### src/xbus_pkg.sv
package xbus_pkg;
  localparam int addr_w = 24;
  localparam int data_w = 16;
  localparam int io_banks = 3;
  localparam int mem_banks = 2;
  localparam int flash_banks = 2;
  localparam int io_bank_bytes = 16384;
  localparam logic [23:0] io_bank_limit = 24'h003fff;
  localparam logic [3:0] strobe_cycles = 4'h2;
  localparam logic [3:0] wait_default = 4'h3;
  localparam logic [7:0] flash_cmd_program = 8'h10;
  localparam logic [7:0] flash_cmd_erase = 8'hd0;
  localparam logic [7:0] flash_cmd_read = 8'h30;

  typedef enum logic [1:0]
  {
    tgt_io = 2'h0,
    tgt_mem = 2'h1,
    tgt_flash = 2'h2
  } target_t;

  typedef enum logic [1:0]
  {
    fl_data = 2'h0,
    fl_cmd = 2'h1,
    fl_addr = 2'h2
  } flash_phase_t;

  typedef struct packed
  {
    target_t target;
    flash_phase_t phase;
    logic [1:0] bank;
    logic write;
    logic [1:0] byte_en;
    logic [23:0] addr;
    logic [15:0] wdata;
  } request_t;

  typedef struct packed
  {
    logic [2:0] io_sel_n;
    logic [1:0] mem_sel_n;
    logic oe_n;
    logic upper_we_n;
    logic lower_we_n;
    logic cle;
    logic ale;
    logic [1:0] fce_n;
    logic fre_n;
    logic fwe_n;
  } strobes_t;
endpackage

### src/xbus_sync.sv
`timescale 1ns/1ps
module xbus_sync
  import xbus_pkg::*;
#(
  parameter int width = 1
)
(
  input wire logic mclk,
  input wire logic rst_n,
  input wire logic [width-1:0] d,
  output logic [width-1:0] q
);
  logic [width-1:0] stage_reg;

  always_ff @(posedge mclk or negedge rst_n)
  begin
    if (!rst_n)
    begin
      stage_reg <= '1;
      q <= '1;
    end
    else
    begin
      stage_reg <= d;
      q <= stage_reg;
    end
  end
endmodule

### src/external_memory_io_bus.sv
`timescale 1ns/1ps
// Operation
// - three io banks, each up to 16 KB, one low select per bank
// - io access drives low only the addressed io bank select
// - two rom/sram/nor banks with selects; bank chosen by configured map
// - memory bank 0 or flash bank 0 can be chosen as boot source
// - low external wait stretches the current io or memory access while held
// - shared low output enable driven during reads
// - upper byte write enable low when writing bits 15..8
// - lower byte write enable low for bits 7..0 or full word
// - command latch enable high while a command byte is driven
// - address latch enable high while address bytes are driven
// - two low flash chip enables, only the accessed one asserted
// - low read and write strobes move each flash byte
// - low write protect output blocks flash program and erase
// - each flash bank has own ready/busy; addressed one is sampled
// - 24-bit address bus shared by memory and io accesses
// - bidirectional 16-bit data bus, 8-bit mode, shared with flash
module external_memory_io_bus
  import xbus_pkg::*;
(
  input wire logic mclk,
  input wire logic resetn,
  input wire logic req_valid,
  input wire request_t req,
  output logic req_ready,
  output logic rsp_valid,
  output logic [15:0] rsp_rdata,
  input wire logic [3:0] wait_cycles,
  input wire logic mem_swap,
  input wire logic boot_from_flash,
  input wire logic bus_8bit,
  input wire logic write_protect,
  output logic booting_from_flash,
  output logic [23:0] static_address_bus,
  input wire logic [15:0] static_data_in,
  output logic [15:0] static_data_out,
  output logic static_data_oe,
  output logic [2:0] io_bank_selects_n,
  output logic [1:0] mem_bank_selects_n,
  output logic static_output_enable_n,
  output logic upper_byte_write_n,
  output logic lower_byte_write_n,
  output logic flash_cmd_latch_en,
  output logic flash_addr_latch_en,
  output logic flash_bank0_enable_n,
  output logic flash_bank1_enable_n,
  output logic flash_read_strobe_n,
  output logic flash_write_strobe_n,
  output logic flash_write_protect_n,
  input wire logic ext_wait_n,
  input wire logic [1:0] flash_ready_busy_n
);
  typedef enum logic [3:0]
  {
    st_idle = 4'b0001,
    st_strobe = 4'b0010,
    st_hold = 4'b0100,
    st_busy = 4'b1000
  } state_t;

  logic rst_a_reg, rst_n;
  logic wait_n_s;
  logic [1:0] rb_s;
  logic boot_sync;

  always_ff @(posedge mclk or negedge resetn)
  begin
    if (!resetn)
    begin
      rst_a_reg <= 1'b0;
      rst_n <= 1'b0;
    end
    else
    begin
      rst_a_reg <= 1'b1;
      rst_n <= rst_a_reg;
    end
  end

  xbus_sync #(.width(4)) u_sync
  (
    .mclk(mclk),
    .rst_n(rst_n),
    .d({ext_wait_n, flash_ready_busy_n, boot_from_flash}),
    .q({wait_n_s, rb_s, boot_sync})
  );

  state_t state_reg, state_next;
  request_t cur_reg, cur_next;
  strobes_t pins_reg, pins_next;
  logic [3:0] cnt_reg, cnt_next;
  logic [23:0] addr_reg, addr_next;
  logic [15:0] dout_reg, dout_next;
  logic doe_reg, doe_next;
  logic rsp_v_reg, rsp_v_next;
  logic [15:0] rdata_reg, rdata_next;
  logic boot_reg, boot_next;
  logic [2:0] boot_done_reg, boot_done_next;
  logic wp_reg;
  logic [1:0] mem_sel;
  logic flash_ready;
  logic busy_cmd;

  strobes_t idle_pins;
  assign idle_pins = '{io_sel_n: 3'h7, mem_sel_n: 2'h3, oe_n: 1'b1,
                       upper_we_n: 1'b1, lower_we_n: 1'b1, cle: 1'b0,
                       ale: 1'b0, fce_n: 2'h3, fre_n: 1'b1, fwe_n: 1'b1};

  // bank map: swap exchanges the two memory banks; the strap is taken only
  // once its synchroniser holds a real sample, not its reset value
  always_comb
  begin
    mem_sel = req.bank[0] ^ mem_swap ? 2'h2 : 2'h1;
    flash_ready = rb_s[cur_reg.bank[0]];
    busy_cmd = cur_reg.phase == fl_cmd && cur_reg.write &&
               (cur_reg.wdata[7:0] == flash_cmd_program ||
                cur_reg.wdata[7:0] == flash_cmd_erase ||
                cur_reg.wdata[7:0] == flash_cmd_read);
  end

  always_comb
  begin
    state_next = state_reg;
    cur_next = cur_reg;
    pins_next = pins_reg;
    cnt_next = cnt_reg;
    addr_next = addr_reg;
    dout_next = dout_reg;
    doe_next = doe_reg;
    rsp_v_next = 1'b0;
    rdata_next = rdata_reg;
    boot_next = boot_reg;
    boot_done_next = boot_done_reg;
    if (!boot_done_reg[2])
    begin
      boot_next = boot_done_reg[1] ? boot_sync : boot_reg;
      boot_done_next = {boot_done_reg[1:0], 1'b1};
    end
    unique case (state_reg)
      st_idle:
      begin
        if (req_valid && boot_done_reg[2])
        begin
          cur_next = req;
          cnt_next = (wait_cycles == 4'h0) ? wait_default : wait_cycles;
          pins_next = idle_pins;
          addr_next = req.addr;
          dout_next = bus_8bit ? {8'h00, req.wdata[7:0]} : req.wdata;
          doe_next = req.write;
          unique case (req.target)
            tgt_io:
            begin
              addr_next = req.addr & io_bank_limit;
              if (req.bank < 2'h3)
                pins_next.io_sel_n[req.bank] = 1'b0;
            end
            tgt_mem:
              pins_next.mem_sel_n = ~mem_sel;
            default:
            begin
              cnt_next = strobe_cycles;
              pins_next.fce_n[req.bank[0]] = 1'b0;
              pins_next.cle = req.phase == fl_cmd;
              pins_next.ale = req.phase == fl_addr;
              pins_next.fre_n = req.write;
              pins_next.fwe_n = ~req.write;
            end
          endcase
          if (req.target != tgt_flash)
          begin
            pins_next.oe_n = req.write;
            pins_next.upper_we_n = !(req.write && req.byte_en[1] &&
                                     !bus_8bit);
            pins_next.lower_we_n = !(req.write &&
                                     req.byte_en[0]);
          end
          state_next = st_strobe;
        end
      end
      st_strobe:
      begin
        if (cnt_reg > 4'h1)
          cnt_next = cnt_reg - 4'h1;
        else if (cur_reg.target == tgt_flash || wait_n_s)
        begin
          rdata_next = bus_8bit ? {8'h00, static_data_in[7:0]}
                                : static_data_in;
          pins_next.oe_n = 1'b1;
          pins_next.upper_we_n = 1'b1;
          pins_next.lower_we_n = 1'b1;
          pins_next.fre_n = 1'b1;
          pins_next.fwe_n = 1'b1;
          state_next = st_hold;
        end
      end
      st_hold:
      begin
        pins_next.io_sel_n = 3'h7;
        pins_next.mem_sel_n = 2'h3;
        pins_next.cle = 1'b0;
        pins_next.ale = 1'b0;
        doe_next = 1'b0;
        if (cur_reg.target == tgt_flash && busy_cmd)
        begin
          cnt_next = strobe_cycles;
          state_next = st_busy;
        end
        else
        begin
          pins_next.fce_n = 2'h3;
          rsp_v_next = 1'b1;
          state_next = st_idle;
        end
      end
      st_busy:
      begin
        // ready/busy may lag the command by a few cycles; skip that window
        if (cnt_reg != 4'h0)
          cnt_next = cnt_reg - 4'h1;
        else if (flash_ready)
        begin
          pins_next.fce_n = 2'h3;
          rsp_v_next = 1'b1;
          state_next = st_idle;
        end
      end
    endcase
  end

  always_ff @(posedge mclk or negedge rst_n)
  begin
    if (!rst_n)
    begin
      state_reg <= st_idle;
      cur_reg <= '0;
      pins_reg <= '{io_sel_n: 3'h7, mem_sel_n: 2'h3, oe_n: 1'b1,
                    upper_we_n: 1'b1, lower_we_n: 1'b1, cle: 1'b0,
                    ale: 1'b0, fce_n: 2'h3, fre_n: 1'b1, fwe_n: 1'b1};
      cnt_reg <= 4'h0;
      addr_reg <= 24'h000000;
      dout_reg <= 16'h0000;
      doe_reg <= 1'b0;
      rsp_v_reg <= 1'b0;
      rdata_reg <= 16'h0000;
      boot_reg <= 1'b0;
      boot_done_reg <= 3'h0;
      wp_reg <= 1'b0;
    end
    else
    begin
      state_reg <= state_next;
      cur_reg <= cur_next;
      pins_reg <= pins_next;
      cnt_reg <= cnt_next;
      addr_reg <= addr_next;
      dout_reg <= dout_next;
      doe_reg <= doe_next;
      rsp_v_reg <= rsp_v_next;
      rdata_reg <= rdata_next;
      boot_reg <= boot_next;
      boot_done_reg <= boot_done_next;
      wp_reg <= !write_protect;
    end
  end

  // req_ready is registered: high in idle once boot source is latched
  logic ready_reg;
  always_ff @(posedge mclk or negedge rst_n)
  begin
    if (!rst_n)
      ready_reg <= 1'b0;
    else
      ready_reg <= state_next == st_idle && boot_done_next[2];
  end

  assign req_ready = ready_reg;
  assign rsp_valid = rsp_v_reg;
  assign rsp_rdata = rdata_reg;
  assign booting_from_flash = boot_reg;
  assign static_address_bus = addr_reg;
  assign static_data_out = dout_reg;
  assign static_data_oe = doe_reg;
  assign io_bank_selects_n = pins_reg.io_sel_n;
  assign mem_bank_selects_n = pins_reg.mem_sel_n;
  assign static_output_enable_n = pins_reg.oe_n;
  assign upper_byte_write_n = pins_reg.upper_we_n;
  assign lower_byte_write_n = pins_reg.lower_we_n;
  assign flash_cmd_latch_en = pins_reg.cle;
  assign flash_addr_latch_en = pins_reg.ale;
  assign flash_bank0_enable_n = pins_reg.fce_n[0];
  assign flash_bank1_enable_n = pins_reg.fce_n[1];
  assign flash_read_strobe_n = pins_reg.fre_n;
  assign flash_write_strobe_n = pins_reg.fwe_n;
  assign flash_write_protect_n = wp_reg;
endmodule

### config.mk
export PLATFORM = sky130hd
export DESIGN_NAME = external_memory_io_bus
export DESIGN_NICKNAME = d
export VERILOG_FILES = /design/src/xbus_pkg.sv /design/src/xbus_sync.sv /design/src/external_memory_io_bus.sv
export SDC_FILE = /design/constraint.sdc
export NUM_CORES = 1
export LEC_CHECK = 0
export BUFFER_PORTS_ARGS = -buffer_cell sky130_fd_sc_hd__buf_4
export CORE_ASPECT_RATIO = 0.9
export CORE_MARGIN = 1.5
export CORE_UTILIZATION = 30
export DETAILED_ROUTE_END_ITERATION = 10
export PLACE_DENSITY = 0.61
export SYNTH_ARGS = -nofsm -noshare
export SYNTH_HDL_FRONTEND = slang
export SYNTH_SLANG_ARGS = --single-unit
### constraint.sdc
create_clock -name mclk -period 4.4 [get_ports mclk]
set_clock_uncertainty 0.05 [all_clocks]
set_input_delay 0.66 -clock mclk [delete_from_list [all_inputs] [get_ports mclk]]
set_output_delay 0.66 -clock mclk [all_outputs]
set_load 0.01 [all_outputs]
==> results of run 1 <==
logic make-up after synthesis:
| logic type | Yosys count | synth area share (%) |
|---|---|---|
| flops | 102 | 59.1 |
| buf+inv | 39 | 4.82 |
| mux | 4 | 1.00 |
| compound gates | 40 | 6.62 |
| fa+ha+maj | 2 | 0.573 |
| other cells | 1 | 0.0860 |
| xor+xnor | 2 | 0.402 |
| simple gates | 257 | 27.4 |
worst max path at each step:
| stage | startpoint | endpoint | slack (ns) | cells past startpoint |
|---|---|---|---|---|
| after global routing | state_reg[1] | flash_bank1_enable_n | 1.55 | 4 |
| after detailed placement | req_valid | mem_bank_selects_n[0] | 1.75 | 6 |
| after floorplan | rst_n | boot_done_reg[0] | 1.33 | 0 |
| after CTS | state_reg[3] | flash_bank1_enable_n | 1.77 | 4 |
| final | state_reg[3] | flash_bank1_enable_n | 1.82 | 4 |
| after global placement | req_valid | mem_bank_selects_n[0] | 1.86 | 5 |
metrics by stage:
stage	total power [W]	utilization [%]	setup slack [ns]	cells
global route	0.00336	41.8	1.55	780
CTS	0.00318	41.8	1.77	780
finish	0.00313	41.8	1.82	780
floorplan	0.00192	-	1.33	447
global placement	0.00233	39.7	1.86	764
detailed placement	0.00237	39.7	1.75	764
cell type report:
type                            count  share of cell area, %
Multi-Input combinational cell    306                   26.9
Clock inverter                      4                  0.806
Clock buffer                       12                   4.18
Tap cell                          193                   4.09
Sequential cell                   102                   43.8
Timing Repair Buffer              155                   19.7
Inverter                            8                  0.509
routing by layer:
metal	vias to the layer above	wire, µm	part of all wire [%]
li1	1737	-	-
met1	1689	4980	44
met2	140	5250	46
met3	13	988	8.7
met4	0	160	1.4
met5	-	0	0
Yosys cell counts, drive strengths merged, types with 2 or more instances:
cell     instances
a31oi            7
nand4b           2
nor3            17
nor4b            3
nand3b          17
buf             18
or3              4
dfrtp           81
o22a             3
o311ai           2
a41oi            2
o211ai           2
nand2b           4
nor2b            3
clkbuf          13
inv              8
nor4             2
nand3           15
nor2            16
a21oi            9
ha               2
mux2             3
nand4            2
dfstp           21
nand2          165
a21o             2
a2bb2oi          2
o21ai            5
or2              2
power by group:
| part | switching [W] | internal (W) | leakage [nW] |
|---|---|---|---|
| Combinational | 0.000487 | 0.000491 | 1.63 |
| Clock | 0.000338 | 0.000455 | 0.143 |
| Sequential | 0.000172 | 0.00119 | 1.27 |
==> metrics.txt, run 1 <==
total wire length=11400 µm; share of cells above drive strength 1=34.9%; CTS tree=done; post-synth net total=528; root buffer cell=clkbuf_16; most frequent cells in the layout=163 x nand2_1, 155 x buf_4, 80 x dfrtp_1; met2 Use GR=24.5%; DP HPWL=8150 µm; mapped cell area=4360 µm²; routability congestion estimate=0.796; worst rel slew slack=18.6%; max frequency=0.387 GHz; register bit total from synthesis=102; RSZ-0062 raised after global routing=false; Setup TNS Final=0 ns; hold buffer count at cts=0; crit path launch type=register; cell area after layout=5900 µm²; Pwr Density=530 nW/µm²; crit-path max FO=53; first-pass GRT wire length=18400 µm; Rows=41; core region area=14100 µm²; Via density=4.59; pin count of the biggest net entering global routing=72; Mapped Avg Cell Area=9.76 µm²; setup bufs post-CTS=0; Buf/Inv on CP=0; min-delay worst type=primary input to async pin; Reg clk slew, reported paths=0.07 ns; Worst path slowest cell=nor2b_4; Worst path max stage delay=1.05 ns; Die Area=15300 µm²; crit end category=register; Reg2Reg Launch Point=state_reg[3]; number of synthesized flops with an enable pin=0; die height=117 µm; Worst Reg-to-Reg Cells=4; Hold WS=0.0324 ns; Worst-Skew Late Latency=0.34 ns; initial antenna violation count=0; Yosys cell types=53; commonest non-fill, non-tap cell in the layout=nand2_1; grt total ovfl=0; Tmin final=2.58 ns; met1 Use GR=19.6%; total CTS buffers=9; final setup violation count=0; crit path DAT=2.80 ns; reg2reg setup slack=1.82 ns; fillers=1412; number of buffer cells added on primary ports=153; Multi-input gate area=1590 µm²; Peak VDD IR=0.214 mV; WL/cell=14.6 µm; crit-path cells=nor3_1, nor2b_4, nand2_1, o22a_1; asr flop ratio synth=100%; P_leak=3.05 nW; Residual DRC=0; Sink Count=102; grt peak-use layer=met2; number of global-route vias before repair=3726; Resized Gates After CTS=0; DRT antenna net count=0; Gate Count Post-Synth=447; reg2reg end=flash_bank1_enable_n; Final Hold Viols=0; largest cells by area after synthesis=dfrtp_1 46%, nand2_1 14%, dfstp_2 13%; top-area cell type share of the netlist area=46.5%; Largest register FFs=24; cell accounting for the most synthesized area=dfrtp_1; dpl cell area=5610 µm²; critical path class=register to register; Top-Level Pins=154; fin. max-slew vios=0; ANT cells=0; initial DRC count=129; GRT Total Usage=15.5%; Seq/Total Area, Yosys=59.1%; DRT Pass-1 Iters=4; Seq. cell area=2580 µm²; final net count=663; total of max-cap violations=0; chip width=130 µm; top cell family by delay on the critical path=simple AND/OR/NAND/NOR gates; Primary FF master, synth=dfrtp_1; yosys warns=0; Req. time, crit path=4.62 ns; maximum buffer depth of the clock tree=2; DR vias=3579; status=complete, no violations; htree depth=3; P&R area growth vs syn=35.2%; post-route clock period utilization=58.7%; Starting Density=30.9%; routing usage on met3=5.47%; Worst-Margin Slew=1.22 ns
(Power assumes the default switching activity.)
==> run 2, diff against run 1 <==
--- a/config.mk
+++ b/config.mk
@@ -10,7 +10,7 @@
 export CORE_MARGIN = 1.5
 export CORE_UTILIZATION = 30
 export DETAILED_ROUTE_END_ITERATION = 10
-export PLACE_DENSITY = 0.61
+export PLACE_DENSITY = 0.63
 export SYNTH_ARGS = -nofsm -noshare
 export SYNTH_HDL_FRONTEND = slang
 export SYNTH_SLANG_ARGS = --single-unit
==> constraint.sdc (replaced) <==
create_clock -name mclk -period 2.28 [get_ports mclk]
set_clock_uncertainty 0.05 [all_clocks]
set_input_delay 0.342 -clock mclk [delete_from_list [all_inputs] [get_ports mclk]]
set_output_delay 0.342 -clock mclk [all_outputs]
set_load 0.01 [all_outputs]
==> metrics.txt, run 2 (synthesis results as in run 1) <==
max frequency=0.469 GHz (+21%); Pwr Density=1050 nW/µm² (+99%); routability congestion estimate=0.812 (+1.9%); Via density=4.54 (-0.96%); Reg clk slew, reported paths=0.07 ns (about the same); Residual DRC=0 (unchanged); most frequent cells in the layout=163 x nand2_1, 162 x buf_4, 80 x dfrtp_1; critical path class=register to register; hold buffer count at cts=1 (+1); crit-path max FO=4 (-92%); Starting Density=30.9% (unchanged); first-pass GRT wire length=18400 µm (about the same); Resized Gates After CTS=0 (unchanged); P&R area growth vs syn=39.0%; final net count=673 (+1.5%); Rows=41 (unchanged); Largest register FFs=24 (unchanged); root buffer cell=clkbuf_16; DR vias=3590 (+0.31%); initial antenna violation count=0 (unchanged); DRT antenna net count=0 (unchanged); die height=117 µm (unchanged); DP HPWL=8230 µm (+0.98%); Die Area=15300 µm² (unchanged); crit path DAT=2.37 ns (-0.43 ns); CTS tree=done; Seq. cell area=2580 µm² (unchanged); DRT Pass-1 Iters=4 (unchanged); number of buffer cells added on primary ports=153 (unchanged); number of global-route vias before repair=3635 (-2.4%); Sink Count=102 (unchanged); crit end category=register; chip width=130 µm (unchanged); commonest non-fill, non-tap cell in the layout=nand2_1; core region area=14100 µm² (unchanged); Tmin final=2.13 ns (-0.450 ns); min-delay worst type=primary input to register; WL/cell=14.2 µm (-2.5%); grt total ovfl=0 (unchanged); cell area after layout=6060 µm² (+2.8%); final setup violation count=0 (unchanged); total CTS buffers=9 (unchanged); Final Worst Setup Slack=0.147 ns (-1.67 ns); Multi-input gate area=1590 µm² (unchanged); GRT Total Usage=15.5% (+0.090 points); Setup Slack @ Placement=0.211 ns (-1.54 ns); Top-Level Pins=154 (unchanged); Peak VDD IR=0.466 mV (+120%); setup bufs post-CTS=0 (unchanged); maximum buffer depth of the clock tree=2 (unchanged); Req. time, crit path=2.52 ns (-2.10 ns); dpl cell area=5700 µm² (+1.7%); post-route clock period utilization=93.5% (+35 points); total of max-cap violations=0 (unchanged); status=complete, no violations; worst rel slew slack=64.9% (+46 points); fillers=1362 (-3.5%); P_leak=3.13 nW (+2.8%); Worst-Margin Slew=0.526 ns (-0.692 ns); share of cells above drive strength 1=36.2% (+1.3 points); initial DRC count=164 (+27%); Setup TNS Final=0 ns (unchanged); Worst-Skew Late Latency=0.35 ns (about the same); fin. max-slew vios=0 (unchanged); RSZ-0062 raised after global routing=false; pin count of the biggest net entering global routing=63 (-13%); total wire length=11200 µm (-1.3%); ANT cells=0 (unchanged); crit path launch type=register; htree depth=3 (unchanged); Final Hold Viols=0 (unchanged)
==> run 2: critical path, cell delays in order (launching register included) <==
cell and delay [ns]:
dfrtp_1 0.42, inv_1 0.09, ha_1 0.21, or3b_1 0.41, nor3_1 0.37, a211o_1 0.18, and3b_1 0.20, o22a_1 0.15
==> run 2: stage by stage <==
step | util [%] | instances | power, W | hold WS (ns)
after floorplan | - | 447 | 0.00371 | -0.00359
after global placement | 40.4 | 773 | 0.00456 | 0.0760
after detailed placement | 40.4 | 773 | 0.00465 | 0.0783
after CTS | 43.0 | 790 | 0.00650 | 0.0261
after global routing | 43.0 | 790 | 0.00681 | 0.0211
final | 43.0 | 790 | 0.00639 | 0.0462
==> run 2: area by class of cell <==
type	instances	share of cell area, %
flip-flops and latches	102	42.6
multi-input cells	306	26.2
repair buffers	165	20.9
well taps	193	3.98
clock buffers	10	3.94
clock inverters	6	1.92
inverters	8	0.495
==> run 2: path summary, 6_finish.rpt <==
path,from,cells after the start,endpoint,slack (ns)
max,cnt_reg[0],7,flash_bank0_enable_n,0.15
min,flash_ready_busy_n[1],1,u_sync.stage_reg[2],0.05
max reg2reg,cnt_reg[0],7,flash_bank0_enable_n,0.15
min reg2reg,rst_n,0,flash_write_protect_n,0.26
max in group asynchronous,rst_n,1,io_bank_selects_n[2],1.17
min in group asynchronous,rst_n,0,flash_write_protect_n,0.26
==> run 2: per-layer routing <==
layer	wire [µm]	GRT usage [%]	vias up
met2	5180	24.0	119
li1	-	-	1755
met5	0	0	-
met4	186	4.44	0
met1	5000	20.1	1699
met3	872	5.98	17
==> run 2: power by group <==
group          internal [W]  switching (W)
combinational       0.00101       0.000957
sequential          0.00229       0.000331
clock               0.00111       0.000690
